===== src/common/sbr_regs.svh =====
// Purpose: Constants for the serial bus reprogram link (loader and terminal ends)
// Assumes: 50 MHz clk_sys; a link word takes 20 us; strobes mark the start of a word
// Notes: Word fields, subaddresses, register offsets and register bits are listed below
`ifndef SBR_REGS_SVH
`define SBR_REGS_SVH

// Timing in microseconds and the clock rate
`define SBR_CLK_MHZ       50
`define SBR_WORD_US       20
`define SBR_RESP_TMO_US   12
`define SBR_RT_RESP_US    4
`define SBR_GAP_US        8
`define SBR_STREAM_US     2000
`define SBR_POLL_US       10000
`define SBR_WORD_CYC      (`SBR_WORD_US * `SBR_CLK_MHZ)
`define SBR_RESP_TMO_CYC  (`SBR_RESP_TMO_US * `SBR_CLK_MHZ)
`define SBR_RT_RESP_CYC   (`SBR_RT_RESP_US * `SBR_CLK_MHZ)
`define SBR_GAP_CYC       (`SBR_GAP_US * `SBR_CLK_MHZ)

// Command and status word fields
`define SBR_W_ADDR_HI     15
`define SBR_W_ADDR_LO     11
`define SBR_W_TR          10
`define SBR_W_ME          10
`define SBR_W_SA_HI       9
`define SBR_W_SA_LO       5
`define SBR_W_CNT_HI      4
`define SBR_W_CNT_LO      0
`define SBR_ST_BUSY       3
`define SBR_DW_BUSY       15

// Subaddresses
`define SBR_SA_ACTIVITY   5'h07
`define SBR_SA_CONFIG     5'h13
`define SBR_SA_REPROG     5'h1d
`define SBR_SA_LOAD       5'h10

// Loader register offsets
`define SBR_REG_CTRL      4'h0
`define SBR_REG_CMD       4'h1
`define SBR_REG_TXD       4'h2
`define SBR_REG_RXD       4'h3
`define SBR_REG_STAT      4'h4
`define SBR_REG_CFG       4'h5
`define SBR_REG_ACT       4'h6

// Control register bits (4:0 hold the terminal address)
`define SBR_CTRL_DBUSY    5
`define SBR_CTRL_RXREP    6
`define SBR_CTRL_VERIFY   7
`define SBR_CTRL_STREAM   8
`define SBR_CTRL_W        9

// Status register bits
`define SBR_STAT_DONE     0
`define SBR_STAT_NORESP   1
`define SBR_STAT_MISM     2
`define SBR_STAT_CFGOK    3
`define SBR_STAT_ACTIVE   4
`define SBR_STAT_POLL     5

`endif


===== src/common/sbr_pkg.sv =====
// Purpose: Types shared by the loader and terminal ends
// Assumes: Nothing beyond the constants header
// Notes: Word count zero stands for 32 words
`default_nettype none
package sbr_pkg;

  typedef enum logic [2:0] {
    SBR_BC_IDLE, SBR_BC_SPACE, SBR_BC_SEND, SBR_BC_WAIT, SBR_BC_RECV
  } sbr_bc_state_t;

  typedef enum logic [1:0] {
    SBR_RT_IDLE, SBR_RT_RXD, SBR_RT_RESP, SBR_RT_TXD
  } sbr_rt_state_t;

  // Data word count of a command, 1 to 32
  function automatic logic [5:0] sbr_word_count(input logic [4:0] cnt);
    sbr_word_count = (cnt == 5'h00) ? 6'h20 : {1'b0, cnt};
  endfunction : sbr_word_count

endpackage : sbr_pkg
`default_nettype wire


===== src/common/sbr_if.sv =====
// Purpose: Word-level link between loader and terminal
// Assumes: A strobe marks the first cycle of a 20 us word; contiguous words strobe 1000 cycles apart
// Notes: Manchester coding is not modelled
`timescale 1ns/1ps
`default_nettype none
interface sbr_if;
  logic        bc_stb;   // Loader word start
  logic        bc_cmd;   // Command sync when high, data sync when low
  logic [15:0] bc_word;
  logic        rt_stb;   // Terminal word start
  logic        rt_stat;  // Status sync when high, data sync when low
  logic [15:0] rt_word;

  modport loader   (output bc_stb, bc_cmd, bc_word, input rt_stb, rt_stat, rt_word);
  modport terminal (input bc_stb, bc_cmd, bc_word, output rt_stb, rt_stat, rt_word);
endinterface : sbr_if
`default_nettype wire


===== src/hdl/sbr_loader.sv =====
// Purpose: Loader end: bus controller that runs messages, busy flow control and verify
// Assumes: Software loads TXD words, then writes CMD to start one message
// Notes: Register read data stand one cycle after the read strobe
`timescale 1ns/1ps
`default_nettype none
`include "sbr_regs.svh"
module sbr_loader import sbr_pkg::*; #(
  parameter int unsigned STREAM_CYC = `SBR_STREAM_US * `SBR_CLK_MHZ,
  parameter int unsigned POLL_CYC   = `SBR_POLL_US * `SBR_CLK_MHZ
)(
  // Clock and reset
  input  wire logic        clk_sys,
  input  wire logic        rst,
  // Link
  sbr_if.loader            link,
  // Register port
  input  wire logic [3:0]  reg_addr,
  input  wire logic [15:0] reg_wdata,
  input  wire logic        reg_wr,
  input  wire logic        reg_rd,
  output logic [15:0]      reg_rdata
);

  sbr_bc_state_t state_r;
  logic [`SBR_CTRL_W-1:0] ctrl_r;
  logic [10:0]   cmd_r;
  logic [15:0]   cfg_ref_r;
  logic [15:0]   act_word_r;
  logic          done_r;
  logic          noresp_r;
  logic          mism_r;
  logic          cfgok_r;
  logic          act_r;
  logic          pend_r;
  logic          poll_r;
  logic          busy_st_r;
  logic          dbusy_r;
  logic [9:0]    tmr_r;
  logic [19:0]   since_r;
  logic [5:0]    widx_r;
  logic [4:0]    txw_idx_r;
  logic [4:0]    rxr_idx_r;
  logic [15:0]   tx_mem [0:31];
  logic [15:0]   rx_mem [0:31];
  logic          go;
  logic [10:0]   msg;
  logic [5:0]    n_data;
  logic [5:0]    n_send;
  logic [19:0]   need;
  logic          msg_end;
  logic          rx_data;
  logic          resp_tmo;
  logic          done_set;

  assign go = reg_wr && reg_addr == `SBR_REG_CMD && state_r == SBR_BC_IDLE;

  // Message in flight: a poll or the user's command
  always_comb begin
    msg    = act_r ? {1'b1, `SBR_SA_ACTIVITY, 5'h01} : cmd_r;
    n_data = sbr_word_count(msg[`SBR_W_CNT_HI:`SBR_W_CNT_LO]);
    n_send = msg[`SBR_W_TR] ? 6'h01 : n_data + 6'h01;
  end

  // Spacing before the next command: gap, stream period or poll period
  always_comb begin
    if (poll_r)
      need = 20'(POLL_CYC);
    else if (ctrl_r[`SBR_CTRL_STREAM] && !act_r)
      need = 20'(STREAM_CYC);
    else
      need = 20'(`SBR_GAP_CYC);
  end

  // Events in the receive phase
  always_comb begin
    msg_end  = state_r == SBR_BC_RECV && !link.rt_stb && tmr_r == 10'(`SBR_WORD_CYC);
    resp_tmo = state_r == SBR_BC_WAIT && !(link.rt_stb && link.rt_stat) && tmr_r == 10'(`SBR_RESP_TMO_CYC);
    // Data after a busy status is dropped
    rx_data  = state_r == SBR_BC_RECV && link.rt_stb && !link.rt_stat && !busy_st_r
               && msg[`SBR_W_TR] && widx_r < n_data;
    done_set = resp_tmo || (msg_end && !busy_st_r && !(act_r && ctrl_r[`SBR_CTRL_DBUSY] && dbusy_r)
               && !(act_r && pend_r));
  end

  // Time since the terminal's last word ended or a response timed out, saturating
  always_ff @(posedge clk_sys) begin
    if (rst)
      since_r <= 20'hfffff;
    else if (msg_end || resp_tmo)
      since_r <= 20'h00000;
    else if (since_r != 20'hfffff)
      since_r <= since_r + 20'h00001;
  end

  // Message sequencer, busy flow control and link drive
  always_ff @(posedge clk_sys) begin
    if (rst) begin
      state_r      <= SBR_BC_IDLE;
      act_r        <= 1'b0;
      pend_r       <= 1'b0;
      poll_r       <= 1'b0;
      busy_st_r    <= 1'b0;
      dbusy_r      <= 1'b0;
      tmr_r        <= 10'h000;
      widx_r       <= 6'h00;
      link.bc_stb  <= 1'b0;
      link.bc_cmd  <= 1'b0;
      link.bc_word <= 16'h0000;
    end else begin
      link.bc_stb <= 1'b0;
      case (state_r)
        SBR_BC_IDLE: begin
          if (go) begin
            act_r   <= ctrl_r[`SBR_CTRL_DBUSY];
            pend_r  <= 1'b1;
            poll_r  <= 1'b0;
            state_r <= SBR_BC_SPACE;
          end
        end
        SBR_BC_SPACE: begin
          if (since_r >= need) begin
            tmr_r   <= 10'h000;
            widx_r  <= 6'h00;
            state_r <= SBR_BC_SEND;
          end
        end
        SBR_BC_SEND: begin
          if (tmr_r == 10'h000) begin
            link.bc_stb  <= 1'b1;
            link.bc_cmd  <= (widx_r == 6'h00);
            link.bc_word <= (widx_r == 6'h00) ? {ctrl_r[4:0], msg} : tx_mem[5'(widx_r - 6'h01)];
          end
          if (tmr_r == 10'(`SBR_WORD_CYC - 1)) begin
            tmr_r  <= 10'h000;
            widx_r <= widx_r + 6'h01;
            if (widx_r + 6'h01 == n_send)
              state_r <= SBR_BC_WAIT;
          end else begin
            tmr_r <= tmr_r + 10'h001;
          end
        end
        SBR_BC_WAIT: begin
          if (link.rt_stb && link.rt_stat) begin
            // Only the busy bit of the status is looked at
            busy_st_r <= link.rt_word[`SBR_ST_BUSY];
            dbusy_r   <= 1'b0;
            tmr_r     <= 10'h000;
            widx_r    <= 6'h00;
            state_r   <= SBR_BC_RECV;
          end else if (resp_tmo) begin
            state_r <= SBR_BC_IDLE;
          end else begin
            tmr_r <= tmr_r + 10'h001;
          end
        end
        SBR_BC_RECV: begin
          if (link.rt_stb) begin
            tmr_r  <= 10'h000;
            widx_r <= widx_r + 6'h01;
            if (act_r && widx_r == 6'h00 && !busy_st_r)
              dbusy_r <= link.rt_word[`SBR_DW_BUSY];
          end else if (msg_end) begin
            tmr_r <= 10'h000;
            if (busy_st_r) begin
              // Busy status: poll until clear, then maybe repeat
              poll_r  <= 1'b1;
              act_r   <= 1'b1;
              if (!act_r)
                pend_r <= cmd_r[`SBR_W_TR] | ctrl_r[`SBR_CTRL_RXREP];
              state_r <= SBR_BC_SPACE;
            end else if (act_r && ctrl_r[`SBR_CTRL_DBUSY] && dbusy_r) begin
              poll_r  <= 1'b1;
              state_r <= SBR_BC_SPACE;
            end else if (act_r && pend_r) begin
              act_r   <= 1'b0;
              poll_r  <= 1'b0;
              state_r <= SBR_BC_SPACE;
            end else begin
              act_r   <= 1'b0;
              pend_r  <= 1'b0;
              poll_r  <= 1'b0;
              state_r <= SBR_BC_IDLE;
            end
          end else begin
            tmr_r <= tmr_r + 10'h001;
          end
        end
        default: state_r <= SBR_BC_IDLE;
      endcase
    end
  end

  // Received data, activity word and configuration match
  always_ff @(posedge clk_sys) begin
    if (rst) begin
      act_word_r <= 16'h0000;
      cfgok_r    <= 1'b0;
    end else if (resp_tmo && !act_r && cmd_r[`SBR_W_SA_HI:`SBR_W_SA_LO] == `SBR_SA_CONFIG) begin
      cfgok_r <= 1'b0;
    end else if (rx_data) begin
      if (act_r) begin
        act_word_r <= link.rt_word;
      end else begin
        rx_mem[widx_r[4:0]] <= link.rt_word;
        if (cmd_r[`SBR_W_SA_HI:`SBR_W_SA_LO] == `SBR_SA_CONFIG && widx_r == 6'h00)
          cfgok_r <= (link.rt_word == cfg_ref_r);
      end
    end
  end

  // Sticky flags: hardware set wins over a software clear
  always_ff @(posedge clk_sys) begin
    if (rst) begin
      done_r   <= 1'b0;
      noresp_r <= 1'b0;
      mism_r   <= 1'b0;
    end else begin
      if (done_set)
        done_r <= 1'b1;
      else if (reg_wr && reg_addr == `SBR_REG_STAT && reg_wdata[`SBR_STAT_DONE])
        done_r <= 1'b0;
      if (resp_tmo)
        noresp_r <= 1'b1;
      else if (reg_wr && reg_addr == `SBR_REG_STAT && reg_wdata[`SBR_STAT_NORESP])
        noresp_r <= 1'b0;
      if (rx_data && !act_r && ctrl_r[`SBR_CTRL_VERIFY] && link.rt_word != tx_mem[widx_r[4:0]])
        mism_r <= 1'b1;
      else if (reg_wr && reg_addr == `SBR_REG_STAT && reg_wdata[`SBR_STAT_MISM])
        mism_r <= 1'b0;
    end
  end

  // Register writes
  always_ff @(posedge clk_sys) begin
    if (rst) begin
      ctrl_r    <= '0;
      cmd_r     <= 11'h000;
      cfg_ref_r <= 16'h0000;
      txw_idx_r <= 5'h00;
    end else if (reg_wr) begin
      if (reg_addr == `SBR_REG_CTRL) begin
        ctrl_r <= reg_wdata[`SBR_CTRL_W-1:0];
      end else if (go) begin
        cmd_r     <= reg_wdata[10:0];
        txw_idx_r <= 5'h00;
      end else if (reg_addr == `SBR_REG_TXD) begin
        tx_mem[txw_idx_r] <= reg_wdata;
        txw_idx_r         <= txw_idx_r + 5'h01;
      end else if (reg_addr == `SBR_REG_CFG) begin
        cfg_ref_r <= reg_wdata;
      end
    end
  end

  // Register reads, one cycle later; RXD pops the next received word
  always_ff @(posedge clk_sys) begin
    if (rst) begin
      reg_rdata <= 16'h0000;
      rxr_idx_r <= 5'h00;
    end else begin
      if (go)
        rxr_idx_r <= 5'h00;
      else if (reg_rd && reg_addr == `SBR_REG_RXD)
        rxr_idx_r <= rxr_idx_r + 5'h01;
      if (!reg_rd)
        reg_rdata <= 16'h0000;
      else if (reg_addr == `SBR_REG_CTRL)
        reg_rdata <= {{(16-`SBR_CTRL_W){1'b0}}, ctrl_r};
      else if (reg_addr == `SBR_REG_CMD)
        reg_rdata <= {5'h00, cmd_r};
      else if (reg_addr == `SBR_REG_RXD)
        reg_rdata <= rx_mem[rxr_idx_r];
      else if (reg_addr == `SBR_REG_STAT)
        reg_rdata <= {10'h000, poll_r, state_r != SBR_BC_IDLE, cfgok_r, mism_r, noresp_r, done_r};
      else if (reg_addr == `SBR_REG_CFG)
        reg_rdata <= cfg_ref_r;
      else if (reg_addr == `SBR_REG_ACT)
        reg_rdata <= act_word_r;
      else
        reg_rdata <= 16'h0000;
    end
  end

endmodule : sbr_loader
`default_nettype wire


===== src/flat_wrapper.sv =====
// flat-port wrapper written by rule: the top's interface ports become plain ports
module sbr_loader_flat import sbr_pkg::*;
#(
  parameter int unsigned STREAM_CYC = `SBR_STREAM_US * `SBR_CLK_MHZ,
  parameter int unsigned POLL_CYC   = `SBR_POLL_US * `SBR_CLK_MHZ
)
  (clk_sys, rst, reg_addr, reg_wdata, reg_wr, reg_rd, reg_rdata, link_bc_stb, link_bc_cmd, link_bc_word, link_rt_stb, link_rt_stat, link_rt_word);
  sbr_if link_i ();
  input  wire logic clk_sys;
  input  wire logic rst;
  input  wire logic [3:0] reg_addr;
  input  wire logic [15:0] reg_wdata;
  input  wire logic reg_wr;
  input  wire logic reg_rd;
  output logic [15:0] reg_rdata;
  output wire logic [$bits(link_i.bc_stb)-1:0] link_bc_stb;
  output wire logic [$bits(link_i.bc_cmd)-1:0] link_bc_cmd;
  output wire logic [$bits(link_i.bc_word)-1:0] link_bc_word;
  input wire logic [$bits(link_i.rt_stb)-1:0] link_rt_stb;
  input wire logic [$bits(link_i.rt_stat)-1:0] link_rt_stat;
  input wire logic [$bits(link_i.rt_word)-1:0] link_rt_word;
  assign link_bc_stb = link_i.bc_stb;
  assign link_bc_cmd = link_i.bc_cmd;
  assign link_bc_word = link_i.bc_word;
  assign link_i.rt_stb = link_rt_stb;
  assign link_i.rt_stat = link_rt_stat;
  assign link_i.rt_word = link_rt_word;
  sbr_loader #(.STREAM_CYC(STREAM_CYC), .POLL_CYC(POLL_CYC)) u_core (.clk_sys(clk_sys), .rst(rst), .link(link_i), .reg_addr(reg_addr), .reg_wdata(reg_wdata), .reg_wr(reg_wr), .reg_rd(reg_rd), .reg_rdata(reg_rdata));
endmodule

===== config.mk =====
export PLATFORM = sky130hd
export DESIGN_NAME = sbr_loader_flat
export DESIGN_NICKNAME = d
export VERILOG_FILES = /design/src/common/sbr_pkg.sv /design/src/common/sbr_if.sv /design/src/hdl/sbr_loader.sv /design/src/flat_wrapper.sv
export VERILOG_INCLUDE_DIRS = /design/src /design/src/common
export SDC_FILE = /design/constraint.sdc
export NUM_CORES = 2
export LEC_CHECK = 0
export BUFFER_PORTS_ARGS = -buffer_cell sky130_fd_sc_hd__buf_2
export CORE_UTILIZATION = 36
export CTS_CLUSTER_SIZE = 14
export DETAILED_ROUTE_END_ITERATION = 8
export HOLD_SLACK_MARGIN = 0.02
export PLACE_DENSITY = 0.47
export SYNTH_ARGS = -nofsm -noshare
export SYNTH_HDL_FRONTEND = slang
export SYNTH_SLANG_ARGS = --single-unit

===== constraint.sdc =====
create_clock -name clk_sys -period 8.8 [get_ports clk_sys]
set_input_delay 1.76 -clock clk_sys [delete_from_list [all_inputs] [get_ports clk_sys]]
set_output_delay 1.76 -clock clk_sys [all_outputs]
set_load 0.05 [all_outputs]

==> reports/summary.md <==
The flow ran to the end, and the final reports show no timing, DRC or antenna violations. The synthesized netlist net count was 3,013. The vias after detailed routing was 29.0k; the number of distinct library cells after synthesis was 83.

The synthesized netlist occupies a cell area of 51,400 um^2. Across the VDD grid, the largest voltage drop is 0.154 mV. For this design, the CTS-stage hold fixing added 0 buffers. The logs give 2,940 for the number of standard cells after synthesis and 0 for the residual overflow from global routing.

Leaving out fill and tap cells, the most frequent cell in the layout is edfxtp_1. The clock-pin transition on the worst setup and hold timing paths works out to 0.05 ns. In this run the worst path has a maximum fanout of 16. The H-tree was split into 4 levels.

The pin slew with the least headroom to its limit came out at 1.40 ns. The run gives 3 as the buffer levels on the longest clock path. The sequential-to-total area share from yosys stat is 0.658. The worst setup path is launched from an input pin.

The first detailed-routing pass ran for 7 iterations. The placement-stage worst setup slack is 2.35 ns, and the pin count of the biggest net entering global routing is 104. From bottom edge to top edge, the die measures 380 um. TritonCTS built the clock tree. Each instance of the synthesized netlist takes up on average 17.5 um^2. Once the clock tree was built, the resizer swapped 0 gates to a different size.

From synthesis to final layout, the design area changed by 13.2%. The number of nets at the end of the flow was 3,094; the share of the cycle needed by the critical path after routing was 0.656. The logs give 16,800 um^2 for the total area of multi-input combinational cells and 0.0492 ns for the worst clock skew on the final layout. Dividing the detail-routed wire length by the instance count gives 32.3 um. In this run the post-CTS setup repair buffer count came out at 0.

The area fraction of the dominant cell type after synthesis is 0.598. In this run the remaining antenna-violating nets after routing total 0. The routed design has 162 mm of wire. Largest area contributor in the synthesized netlist: edfxtp_1. The die is 380 um wide. In this run the count of I/O pins placed on the die edge is 76. After floorplanning, the core was divided into 138 placement rows. The layout has 12.6k filler cells. Port buffering added 75 buffers. The top cell types in the final layout, fill and taps aside, are edfxtp_1 (1,024), mux4_2 (405), nand2_1 (155), dfxtp_1 (146), mux2i_1 (142). The final worst setup slack came out at 3.02 ns. The tool flagged a number of max-cap violations equal to 0.

The relative slew slack was 0.0617. The most used flip-flop cell after synthesis is edfxtp_1. The final setup TNS came out at 0 ns. Yosys printed 0 warnings. By area the synthesized netlist is led by edfxtp_1 (60%), mux4_2 (18%), dfxtp_1 (6.0%). Half-perimeter wire length of the detailed placement result: 106 mm. Number of pins with negative max-slew slack in the final report: 0. Footprint of the flip-flops and latches: 33,900 um^2.

The class of the most critical setup path was input pin to register. STA classifies the critical path endpoint as a register. The number of buffers added by the clock tree synthesis step was 133; the starting density of the core was 0.363. Counting flops with a built-in enable in the synthesized netlist gives 1,024.

The tools report the clock sink count as 1,178. The run gives 0.223 as the global-route total usage across every layer. The clock tree root buffer cell was clkbuf_16. Hold violation count in the final report: 0.

The total power per unit cell area was 208 nW/um^2. Setup violations remaining at the end of the flow were counted as 0. Setup repair after global routing left no endpoint under its margin. The initial antenna violation count was 14. The tightest min-delay check is of the register to register type. Counting I/O delays and the setup requirement, the final critical path takes 5.78 ns.

For the worst setup path, the data required time is 9.14 ns. The achievable clock frequency is 173 MHz, and the area inside the core boundary is 142,000 um^2. At the end of routability-driven placement, the weighted congestion stood at 0.941.

The critical path arrival came out at 6.12 ns. The number of global-route vias before repair is 29.2k. The post-detailed-route via-to-cell ratio was 5.78; the remaining design rule violation count was 0.

The analysis attributes to cell leakage a power of 17.6 nW. Counting flops and latches in the post-synthesis netlist gives 1,178. The violation count after the first detailed-routing iteration was 3,204; the global-route wire length before repair was 227 mm. The die covers 144,000 um^2. The layout cell share with drive strength beyond 1 works out to 0.262. The clock reaches the later pin of the worst-skew pair after 0.77 ns.

The async set-or-reset flop fraction in the synthesized netlist is 0.
final timing paths:
path                                   start                             end  slack (ns)  cells past startpoint
setup / recovery                 reg_addr[0]   u_core.tx_mem[4][7]$_DFFE_PP_        3.02                      8
hold / removal    u_core.done_r$_SDFFE_PP0P_      u_core.done_r$_SDFFE_PP0P_        0.48                      2
setup reg to reg   u_core.act_r$_SDFFE_PP0P_  u_core.rx_mem[19][3]$_DFFE_PP_        3.46                     10
hold reg to reg   u_core.done_r$_SDFFE_PP0P_      u_core.done_r$_SDFFE_PP0P_        0.48                      2
metrics by stage:
stage,hold slack [ns],instance area [um^2],power (mW),std cells,util
6_report,0.485,58200,12.1,5017,0.411
4_1_cts,0.490,58200,12.2,5015,0.411
3_5_place_dp,0.479,54000,6.82,4776,0.381
3_3_place_gp,0.466,54000,6.81,4776,0.381
5_1_grt,0.506,58200,12.4,5015,0.411
2_1_floorplan,0.427,51400,6.52,2940,-
power breakdown:
group          switching (mW)  total, mW  internal [mW]
Combinational           0.418      0.601          0.183
Clock                    2.31       5.40           3.09
Sequential             0.0231       6.10           6.07
layout make-up:
type | count | area share
timing repair buffer | 132 | 0.0143
clock inverter | 66 | 0.0111
antenna | 2 | 0.0000860
sequential | 1178 | 0.582
tap | 1890 | 0.0406
inverter | 25 | 0.00161
clock buffer | 173 | 0.0613
multi-input combinational | 1551 | 0.289
cells in the mapped netlist (25+ instances only):
cell / n
nand4_1: 29
clkbuf_1: 111
ha_1: 31
o21ai_0: 41
nor2_1: 185
dfxtp_1: 154
edfxtp_1: 1024
mux4_2: 405
a211oi_1: 28
buf_2: 41
mux2i_1: 142
a21oi_1: 94
nor2b_1: 25
nand2_1: 155
nand3_1: 36
xnor2_1: 48
a22oi_1: 31
nor3_1: 25
xor2_1: 26
state kept, by name, summed over array words and instances (netlist names), 3 cells and up, named ones only:
register,cells
u_core.act_word_r,16
u_core.cmd_r,11
u_core.since_r,20
u_core.link.bc_word,16
u_core.rx_mem,512
u_core.ctrl_r,9
u_core.txw_idx_r,5
u_core.rxr_idx_r,5
u_core.reg_rdata,16
u_core.tx_mem,512
u_core.cfg_ref_r,16
u_core.widx_r,6
u_core.state_r,3
u_core.tmr_r,10
per-layer routing:
metal / global-route usage / part of all wire / vias to the layer above
met2: 0.368 / 0.49 / 1124
met4: 0.0877 / 0.041 / 10
met5: 0 / 0.00033 / -
met1: 0.293 / 0.41 / 15400
li1: - / - / 12200
met3: 0.0396 / 0.060 / 284
critical path, stage by stage:
cell and delay, ns:
buf_2 0.19, nor2b_1 0.36, and2_0 0.37, nand3_1 0.42, nand2b_1 0.36, nor3b_1 0.86
nand2_1 0.75, nor2_2 1.03
cells by family (layout without fill, tap and decap cells):
logic type,count (synthesis),count (layout),synth area share
compound gates,343,343,0.0459
fa+ha+maj,31,31,0.00755
mux,558,558,0.208
buf+inv,211,396,0.0182
flops,1178,1178,0.658
simple gates,545,545,0.0498
other cells,0,2,0
xor+xnor,74,74,0.0126
No activity file was read; power rests on OpenSTA's default activity.
